### src/hw/urxcs_pkg.sv
// Constants, field layouts and types for the serial receiver with clock select.
// Assumes one system clock; every address below is a full byte address on the register port.
package urxcs_pkg;

    // ****************************************
    // Register addresses, channel 0 and channel 1
    // ****************************************
    localparam logic [31:0] URXCS_MODE_ADDR0 = 32'hFFFFFA00;    // Serial mode control
    localparam logic [31:0] URXCS_BUF_ADDR0 = 32'hFFFFFA02;     // Receive buffer
    localparam logic [31:0] URXCS_STAT_ADDR0 = 32'hFFFFFA03;    // Receive error status
    localparam logic [31:0] URXCS_CLKSEL_ADDR0 = 32'hFFFFFA06;  // Basic clock select
    localparam logic [31:0] URXCS_DIV_ADDR0 = 32'hFFFFFA07;     // Divisor register
    localparam logic [31:0] URXCS_MODE_ADDR1 = 32'hFFFFFA10;
    localparam logic [31:0] URXCS_BUF_ADDR1 = 32'hFFFFFA12;
    localparam logic [31:0] URXCS_STAT_ADDR1 = 32'hFFFFFA13;
    localparam logic [31:0] URXCS_CLKSEL_ADDR1 = 32'hFFFFFA16;
    localparam logic [31:0] URXCS_DIV_ADDR1 = 32'hFFFFFA17;

    // ****************************************
    // Values after reset
    // ****************************************
    localparam logic [7:0] URXCS_MODE_RST = 8'h00;
    localparam logic [7:0] URXCS_BUF_RST = 8'h00;
    localparam logic [7:0] URXCS_CLKSEL_RST = 8'h00;
    localparam logic [7:0] URXCS_DIV_RST = 8'hFF;

    // ****************************************
    // Counts and limits
    // ****************************************
    localparam logic [3:0] URXCS_CLKSEL_MAX = 4'hB;      // Codes above are prohibited
    localparam int URXCS_PRE_W = 11;                     // Prescaler width, divides up to 2^11
    localparam logic [2:0] URXCS_LAST_BIT = 3'h7;        // Eight data bits per frame

    // ****************************************
    // Field layouts
    // ****************************************
    typedef enum logic [1:0] {
        URXCS_PAR_NONE = 2'b00,
        URXCS_PAR_ZERO = 2'b01,
        URXCS_PAR_ODD = 2'b10,
        URXCS_PAR_EVEN = 2'b11
    } urxcs_parity_t;

    typedef struct packed {
        logic unit_enable;              // Bit 7
        logic tx_enable;                // Bit 6
        logic receive_enable;           // Bit 5
        urxcs_parity_t parity_mode;     // Bits 4:3
        logic [1:0] spare;              // Bits 2:1, read back as written
        logic error_irq_routing;        // Bit 0
    } urxcs_mode_t;

    typedef struct packed {
        logic [4:0] spare;              // Bits 7:3, read as zero
        logic parity_error_flag;        // Bit 2
        logic framing_error_flag;       // Bit 1
        logic overrun_flag;             // Bit 0
    } urxcs_status_t;

    typedef enum logic [2:0] {
        URXCS_IDLE = 3'b000,
        URXCS_START = 3'b001,
        URXCS_DATA = 3'b010,
        URXCS_PARITY = 3'b011,
        URXCS_STOP = 3'b100
    } urxcs_state_t;

endpackage

### src/hw/urxcs_channel.sv
// One channel of the serial receiver: clock select, rate dividers, noise filter,
// frame receiver, error status and interrupt pulses.
// Assumes all inputs except the asynchronous nrst are synchronous to clk; the second channel is a second instance.
// What this block does
// - Stop bit copies frame, pulses complete
// - Overrun keeps buffer, routed interrupt pulses
// - Parity/framing error still stores frame
// - Disabling reception aborts frame silently
// - No complete interrupt while reception off
// - Error sets flag, routing picks interrupt
// - Reading error status clears all flags
// - Missing stop bit sets framing flag
// - Unread buffer at frame end sets overrun
// - Even parity generate and check
// - Odd parity generate and check
// - Zero parity sends zero, never checks
// - No parity position, no parity error
// - Filter needs two equal basic-clock samples
// - Filter delay at most two basic clocks
// - Separate transmit and receive divider counters
// - Basic clock held low unless unit enabled
// - Basic clock is system clock over 2^code
// - Divider counts basic clock by divisor
// - Start bit begins frame only when enabled
// - Bit rate is basic clock over 2k
`timescale 1ns/1ps
`default_nettype none

module urxcs_channel #(
    parameter bit CHANNEL = 1'b0
) (
    // Clock and reset
    input wire logic clk,
    input wire logic nrst,
    // Register port
    input wire logic [31:0] reg_addr,
    input wire logic [7:0] reg_wdata,
    input wire logic reg_wr,
    input wire logic reg_rd,
    output logic [7:0] reg_rdata,
    // Serial line and transmit helpers
    input wire logic serial_receive_line,
    input wire logic [7:0] tx_data,
    output logic tx_parity_bit,
    output logic tx_half_tick,
    // Interrupt pulses
    output logic receive_complete_irq,
    output logic receive_error_irq
);
    import urxcs_pkg::*;

    // ****************************************
    // Reset release
    // ****************************************
    logic [1:0] rst_sync_reg;   // Two-stage release of nrst
    logic rst_n;                // Synchronously released reset for the rest

    // Asynchronous assertion, release after two edges
    always_ff @(posedge clk or negedge nrst) begin
        if (!nrst) begin
            rst_sync_reg <= 2'b00;
        end else begin
            rst_sync_reg <= {rst_sync_reg[0], 1'b1};
        end
    end
    assign rst_n = rst_sync_reg[1];

    // ****************************************
    // Address decode and software registers
    // ****************************************
    logic [31:0] a_mode, a_buf, a_stat, a_clk, a_div;
    assign a_mode = CHANNEL ? URXCS_MODE_ADDR1 : URXCS_MODE_ADDR0;
    assign a_buf = CHANNEL ? URXCS_BUF_ADDR1 : URXCS_BUF_ADDR0;
    assign a_stat = CHANNEL ? URXCS_STAT_ADDR1 : URXCS_STAT_ADDR0;
    assign a_clk = CHANNEL ? URXCS_CLKSEL_ADDR1 : URXCS_CLKSEL_ADDR0;
    assign a_div = CHANNEL ? URXCS_DIV_ADDR1 : URXCS_DIV_ADDR0;
    urxcs_mode_t mode_reg, mode_next;           // Serial mode control
    logic [3:0] clksel_reg, clksel_next;        // Clock select field
    logic [7:0] div_reg, div_next;              // Divisor value
    logic [7:0] rdata_reg, rdata_next;          // Read data, one cycle after strobe
    logic [7:0] buf_reg, buf_next;              // Receive buffer
    urxcs_status_t stat_reg, stat_next;         // Receive error status

    // Writes and the registered read path
    always_comb begin
        mode_next = mode_reg;
        clksel_next = clksel_reg;
        div_next = div_reg;
        rdata_next = 8'h00;
        if (reg_wr) begin
            if (reg_addr == a_mode) begin
                mode_next = urxcs_mode_t'(reg_wdata);
            end
            if (reg_addr == a_clk) begin
                clksel_next = reg_wdata[3:0];
            end
            if (reg_addr == a_div) begin
                div_next = reg_wdata;
            end
        end
        if (reg_rd) begin
            // Unmapped addresses read as zero
            unique case (1'b1)
                reg_addr == a_mode: rdata_next = mode_reg;
                reg_addr == a_buf: rdata_next = buf_reg;
                reg_addr == a_stat: rdata_next = stat_reg;
                reg_addr == a_clk: rdata_next = {4'h0, clksel_reg};
                reg_addr == a_div: rdata_next = div_reg;
                default: rdata_next = 8'h00;
            endcase
        end
    end

    // Register stage for software state
    always_ff @(posedge clk or negedge rst_n) begin
        if (!rst_n) begin
            mode_reg <= urxcs_mode_t'(URXCS_MODE_RST);
            clksel_reg <= URXCS_CLKSEL_RST[3:0];
            div_reg <= URXCS_DIV_RST;
            rdata_reg <= 8'h00;
        end else begin
            mode_reg <= mode_next;
            clksel_reg <= clksel_next;
            div_reg <= div_next;
            rdata_reg <= rdata_next;
        end
    end

    // ****************************************
    // Basic clock prescaler and noise filter
    // ****************************************
    logic [URXCS_PRE_W-1:0] pre_reg, pre_next;  // Free-running prescaler
    logic [URXCS_PRE_W-1:0] pre_mask;           // Low bits that must be all ones
    logic basic_tick;                           // One-cycle basic clock enable
    logic samp_reg, samp_next;                  // Previous basic-clock sample
    logic filt_reg, filt_next;                  // Filtered line, idle high

    // Basic clock is an enable pulse at clk / 2^code; codes 11xx give no clock
    always_comb begin
        pre_mask = (URXCS_PRE_W'(1) << clksel_reg) - URXCS_PRE_W'(1);
        pre_next = mode_reg.unit_enable ? pre_reg + URXCS_PRE_W'(1) : '0;
        basic_tick = mode_reg.unit_enable && (clksel_reg <= URXCS_CLKSEL_MAX)
                     && (&(pre_reg | ~pre_mask));
        // A level is passed on only after two equal samples in a row
        samp_next = samp_reg;
        filt_next = filt_reg;
        if (basic_tick) begin
            samp_next = serial_receive_line;
            if (serial_receive_line == samp_reg) begin
                filt_next = serial_receive_line;
            end
        end
    end

    always_ff @(posedge clk or negedge rst_n) begin
        if (!rst_n) begin
            pre_reg <= '0;
            samp_reg <= 1'b1;
            filt_reg <= 1'b1;
        end else begin
            pre_reg <= pre_next;
            samp_reg <= samp_next;
            filt_reg <= filt_next;
        end
    end

    // ****************************************
    // Transmit divider and parity
    // ****************************************
    logic [7:0] txdiv_reg, txdiv_next;  // Own counter, independent of receive
    logic txtick_reg, txtick_next;      // Half-bit pulse for the transmit path
    logic txpar_reg, txpar_next;        // Parity bit the transmitter would append

    // The transmit path keeps its own divider so it never disturbs reception
    always_comb begin
        txdiv_next = txdiv_reg;
        txtick_next = 1'b0;
        if (!mode_reg.tx_enable) begin
            txdiv_next = 8'h00;
        end else if (basic_tick) begin
            if (txdiv_reg >= div_reg - 8'h01) begin
                txdiv_next = 8'h00;
                txtick_next = 1'b1;
            end else begin
                txdiv_next = txdiv_reg + 8'h01;
            end
        end
        unique case (mode_reg.parity_mode)
            URXCS_PAR_EVEN: txpar_next = ^tx_data;
            URXCS_PAR_ODD: txpar_next = ~(^tx_data);
            URXCS_PAR_ZERO: txpar_next = 1'b0;
            URXCS_PAR_NONE: txpar_next = 1'b0;
        endcase
    end

    always_ff @(posedge clk or negedge rst_n) begin
        if (!rst_n) begin
            txdiv_reg <= 8'h00;
            txtick_reg <= 1'b0;
            txpar_reg <= 1'b0;
        end else begin
            txdiv_reg <= txdiv_next;
            txtick_reg <= txtick_next;
            txpar_reg <= txpar_next;
        end
    end

    // ****************************************
    // Receive divider and frame receiver
    // ****************************************
    urxcs_state_t st_reg, st_next;      // Receiver state
    logic [7:0] rxdiv_reg, rxdiv_next;  // Basic clocks within a half bit
    logic phase_reg, phase_next;        // Second half of a bit samples
    logic [2:0] bit_reg, bit_next;      // Data bit index
    logic [7:0] shift_reg, shift_next;  // Receive shift register
    logic par_reg, par_next;            // Running parity of data and parity bit
    logic full_reg, full_next;          // Buffer holds an unread frame
    logic cirq_reg, cirq_next;          // Receive-complete pulse
    logic eirq_reg, eirq_next;          // Receive-error pulse
    logic half_tick;                    // Half bit elapsed
    logic sample;                       // Mid-bit sampling point
    logic pe, fe, ov, err;              // Errors of the frame now ending
    logic rd_buf, rd_stat;              // Software reads with side effects

    assign rd_buf = reg_rd && (reg_addr == a_buf);
    assign rd_stat = reg_rd && (reg_addr == a_stat);

    // Half-bit timing: k basic clocks, so a bit takes 2k
    always_comb begin
        half_tick = basic_tick && (rxdiv_reg >= div_reg - 8'h01);
        sample = half_tick && phase_reg;
        rxdiv_next = rxdiv_reg;
        if (st_reg == URXCS_IDLE) begin
            rxdiv_next = 8'h00;
        end else if (half_tick) begin
            rxdiv_next = 8'h00;
        end else if (basic_tick) begin
            rxdiv_next = rxdiv_reg + 8'h01;
        end
    end

    // Frame sequencing, buffer handover, status and interrupts
    always_comb begin
        st_next = st_reg;
        phase_next = phase_reg;
        bit_next = bit_reg;
        shift_next = shift_reg;
        par_next = par_reg;
        buf_next = buf_reg;
        // A read clears; a frame ending the same cycle sets again below
        full_next = rd_buf ? 1'b0 : full_reg;
        stat_next = rd_stat ? '0 : stat_reg;
        cirq_next = 1'b0;
        eirq_next = 1'b0;
        fe = !filt_reg;
        pe = (mode_reg.parity_mode == URXCS_PAR_EVEN && par_reg)
             || (mode_reg.parity_mode == URXCS_PAR_ODD && !par_reg);
        ov = full_reg && !rd_buf;
        err = pe || fe || ov;
        if (!mode_reg.receive_enable) begin
            // Abort at once: buffer, status and interrupts untouched
            st_next = URXCS_IDLE;
        end else if (half_tick) begin
            phase_next = !phase_reg;
        end
        if (mode_reg.receive_enable) begin
            unique case (st_reg)
                URXCS_IDLE: begin
                    phase_next = 1'b0;
                    if (!filt_reg) begin
                        st_next = URXCS_START;
                    end
                end
                URXCS_START: begin
                    // Start bit checked at its middle, half a bit in
                    if (half_tick) begin
                        phase_next = 1'b0;
                        bit_next = 3'h0;
                        par_next = 1'b0;
                        st_next = filt_reg ? URXCS_IDLE : URXCS_DATA;
                    end
                end
                URXCS_DATA: begin
                    if (sample) begin
                        shift_next = {filt_reg, shift_reg[7:1]};
                        par_next = par_reg ^ filt_reg;
                        bit_next = bit_reg + 3'h1;
                        if (bit_reg == URXCS_LAST_BIT) begin
                            st_next = (mode_reg.parity_mode == URXCS_PAR_NONE)
                                      ? URXCS_STOP : URXCS_PARITY;
                        end
                    end
                end
                URXCS_PARITY: begin
                    // Zero mode takes the position but never flags it
                    if (sample) begin
                        par_next = par_reg ^ filt_reg;
                        st_next = URXCS_STOP;
                    end
                end
                URXCS_STOP: begin
                    // Errors do not stop the frame; it always runs to here
                    if (sample) begin
                        st_next = URXCS_IDLE;
                        if (!ov) begin
                            buf_next = shift_reg;
                            full_next = 1'b1;
                        end
                        stat_next.parity_error_flag = stat_next.parity_error_flag | pe;
                        stat_next.framing_error_flag = stat_next.framing_error_flag | fe;
                        stat_next.overrun_flag = stat_next.overrun_flag | ov;
                        if (err && !mode_reg.error_irq_routing) begin
                            eirq_next = 1'b1;
                        end else begin
                            cirq_next = 1'b1;
                        end
                    end
                end
                default: st_next = URXCS_IDLE;
            endcase
        end
    end

    always_ff @(posedge clk or negedge rst_n) begin
        if (!rst_n) begin
            st_reg <= URXCS_IDLE;
            rxdiv_reg <= 8'h00;
            phase_reg <= 1'b0;
            bit_reg <= 3'h0;
            shift_reg <= 8'h00;
            par_reg <= 1'b0;
            buf_reg <= URXCS_BUF_RST;
            full_reg <= 1'b0;
            stat_reg <= '0;
            cirq_reg <= 1'b0;
            eirq_reg <= 1'b0;
        end else begin
            st_reg <= st_next;
            rxdiv_reg <= rxdiv_next;
            phase_reg <= phase_next;
            bit_reg <= bit_next;
            shift_reg <= shift_next;
            par_reg <= par_next;
            buf_reg <= buf_next;
            full_reg <= full_next;
            stat_reg <= stat_next;
            cirq_reg <= cirq_next;
            eirq_reg <= eirq_next;
        end
    end

    // ****************************************
    // Outputs, all from flip-flops
    // ****************************************
    assign reg_rdata = rdata_reg;
    assign tx_parity_bit = txpar_reg;
    assign tx_half_tick = txtick_reg;
    assign receive_complete_irq = cirq_reg;
    assign receive_error_irq = eirq_reg;

endmodule

`default_nettype wire

### config.mk
export PLATFORM = sky130hd
export DESIGN_NAME = urxcs_channel
export DESIGN_NICKNAME = d
export VERILOG_FILES = /design/src/hw/urxcs_pkg.sv /design/src/hw/urxcs_channel.sv
export SDC_FILE = /design/constraint.sdc
export NUM_CORES = 1
export LEC_CHECK = 0
export BUFFER_PORTS_ARGS = -buffer_cell sky130_fd_sc_hd__clkbuf_2
export CAP_MARGIN = 10
export CORE_MARGIN = 3
export CORE_UTILIZATION = 38
export CTS_CLUSTER_SIZE = 20
export DETAILED_ROUTE_END_ITERATION = 7
export HOLD_SLACK_MARGIN = 0.08
export PLACE_DENSITY = 0.66
export SYNTH_ARGS = -nofsm -noshare
export SYNTH_HDL_FRONTEND = slang
export SYNTH_SLANG_ARGS = --single-unit
export TNS_END_PERCENT = 10
### constraint.sdc
create_clock -name clk -period 3.48 [get_ports clk]
set_input_delay 0.348 -clock clk [delete_from_list [all_inputs] [get_ports clk]]
set_output_delay 0.348 -clock clk [all_outputs]
set_load 0.005 [all_outputs]
==> impl_results.md <==
- Synth top area cells: dfrtp_1, ha_1, dfstp_2
- Share of the synthesized area in the top cell type: 0.4024
- Mapped Cells: 493
- Crit-path slowest cell: or4_1
- Crit share post-route: 0.9410
- Max FFs per register: 11
- Clk pwr share: 0.447
- Pleak: 2.729 nW
- DR WL/cell: 15.71 um
- Distinct cell type count after synthesis: 67
- GPL Wtd Cong: 0.8984
- Sequential-to-total area share from yosys stat: 0.4545
- Top_reg_cell synth: dfrtp_1
- Final Hold Viols: 0
- Gr ovfl total: 0
- Setup WS post-layout: 0.2053 ns
- Max Cap Viol: 0
- Io pins: 65
- Iter 0 DRT Violations: 261
- Pwr Total: a little over 2 mW
- Synth Register Bits: 91
- Initial Util: 0.3944
- Post-layout min period: 3.275 ns
- Final antenna diode count: 0
- Total negative slack: 0 ns
- H-Tree Depth: 3
- CP endpoint kind: flip-flop
- Most common cell after layout, fill and taps aside: dfrtp_1
- Worst slew pin tran: 0.8449 ns
- I/O Buffers: 64
- Biggest area consumer among synthesized cells: dfrtp_1
- Post-Syn Area: 5037 um2
- Worst Clk Skew: 0.01041 ns
- CTS tree: done
- First-pass GRT wire length: roughly 20000 um
- Max FO, Critical Path: 8
- Synth Warn #: 0
- FMAX: 0.3054 GHz
- Comb pwr share: 0.038
- Site Rows: 41
- DIE AREA: around 15000 um2
- Routed vias: 4029
- Total routed wirelength: 11770 um
- Avg Cell Area, Syn: 10.22 um2
- Die width: 121.1 um
- Number of buffers created by CTS: 9
- Max Transition Viols Final: 0
- DP Wirelength: 8888 um
- EDFF count, synth: 0
- Ys async rst share: 1.000
- Internal Power: 1.595 mW
- Clock-pin slew on the worst setup and hold paths: 0.07 ns
- Final #Nets: ~650
- Syn-to-layout area delta: 18.85%
- Initial antenna violation count: 0
- Pre-antenna DRT Iters: 5
- Clock sinks: 91
- Setup violators final: 0
- Status: finished clean
- DR vias/cell: 5.379
- GR Util All Layers: 0.1725
- Largest net degree at the start of global routing: 39
- Layout cells sized above 1: 0.2686
- Crit Path Class: flip-flop to flip-flop
- Worst Hold Class: flip-flop to async pin
- Die height: 121.1 um
- Layout Cells excl Fill: 749
- Post-route ant nets: 0
- Placed Cells: 731
- Worst EP arrival: 3.51 ns
- Net switching power: 476.4 uW
- Clock Tree Root: clkbuf_16
- Post-Syn Nets: 570
- Maximum vdd ir drop: roughly 0.00036 V
- Switching Fraction: 0.2300
- # DRC: 0
- Flop pwr share: 0.515
- CTS Buffer Depth: 2
- Core area: 12770 um2
- CP cell instances: or4_1 > nor4_2 > xnor2_1 > ha_1 > a211o_1 > a21oi_1 > o21ai_0 > nand2_1 > nor2_4 > ha_4 > nand4_1 > buf_4 > nor2_8 > mux2_4
- Max stage delay on crit path: between 0.5 and 0.6 ns
- Clock Latency Late Sink: 0.35 ns
- Slew margin rel.: 0.4324
- Power Density: 345.9 nW/um2
- Startpoint class of the critical path: flip-flop
- Required @ worst endpoint: 3.71 ns
- Most frequent cells in the layout: dfrtp_1, clkbuf_2, nand2_1
- Hold_ws: 0.2426 ns
- DP Worst Slack: -0.2301 ns
- Vias in the first global route: 4064
## metal layers
layer  vias to the layer above  GRT usage  wire length, um
met4                         0    0.05322              193
li1                       1951          -                -
met1                      1994     0.2310             5279
met5                         -          0                0
met3                        16    0.03543              376
met2                        68     0.2824             5916
## per-stage QoR
| step | utilization | instance area, um2 |
|---|---|---|
| after detailed placement | 0.4420 | 5645 |
| after CTS | 0.4662 | 5954 |
| after floorplan | - | 5042 |
| final | 0.4687 | 5987 |
| after global routing | 0.4687 | 5987 |
| after global placement | 0.4420 | 5645 |
## worst max-delay path, delay by kind of cell (launching register included)
family                     cells  cell delay, ns
AOI/OAI and AO/OA              3            0.53
xor gates and xnor gates       1            0.18
adders and majority gates      2            0.45
buffers and inverters          1            0.18
DFF                            1            0.37
muxes                          1            0.30
and+or+nand+nor                6            1.15
## cell families after synthesis
logic type | synth area share
adders and majority gates | 0.05961
DFF | 0.4545
muxes | 0.08172
xor gates and xnor gates | 0.03825
buffers and inverters | 0.02459
other | 0.0007444
AOI/OAI and AO/OA | 0.1341
and+or+nand+nor | 0.2064
## worst paths after layout
path | startpoint | depth (start not counted) | to | slack, ns
max reg2reg | div_reg[5] | 14 | buf_reg[5] | 0.21
min in group clk | reg_wdata[7] | 2 | div_reg[7] | 0.26
min | rst_sync_reg[1] | 0 | stat_reg[0] | 0.24
max | div_reg[5] | 14 | buf_reg[5] | 0.21
max in group asynchronous | rst_sync_reg[1] | 1 | div_reg[0] | 2.38
min reg2reg | rst_sync_reg[1] | 0 | stat_reg[0] | 0.24
## power by group through the flow
stage,clock network [mW],registers (mW),logic (mW)
after global routing,0.999,1.07,0.0887
after global placement,0,1.09,0.0770
final,0.926,1.07,0.0791
after detailed placement,0,1.09,0.0804
after CTS,0.962,1.07,0.0815
after floorplan,0,1.09,0.0246
## cell usage after synthesis, types with 8 or more instances
library cell,instances
ha_1,24
inv_1,12
nand2_1,60
mux2_2,17
a21oi_1,34
nor2_1,24
or3_1,9
mux2_4,8
mux2_1,8
xnor2_1,17
nand3_1,20
dfrtp_1,81
clkbuf_1,13
a22oi_1,8
and2_1,10
nor3_1,10
dfstp_2,10
o21ai_0,23
## layout make-up
| class | count | area (um2) |
|---|---|---|
| Timing Repair Buffer | 85 | 480.5 |
| Fill cell | 1167 | 6787 |
| Multi-Input combinational cell | 373 | 2670 |
| Clock inverter | 6 | 53.80 |
| Tap cell | 172 | 215.2 |
| Clock buffer | 10 | 229.0 |
| Inverter | 12 | 45.04 |
| Sequential cell | 91 | 2293 |
## what timing repair did
action,CTS,global route
setup endpoints to repair,20,21
gates resized for setup,4,5
pin swaps,0,1
hold buffers,1,0
endpoints found under the hold margin,2,0
buffers inserted,0,1
(Power assumes the default switching activity.)
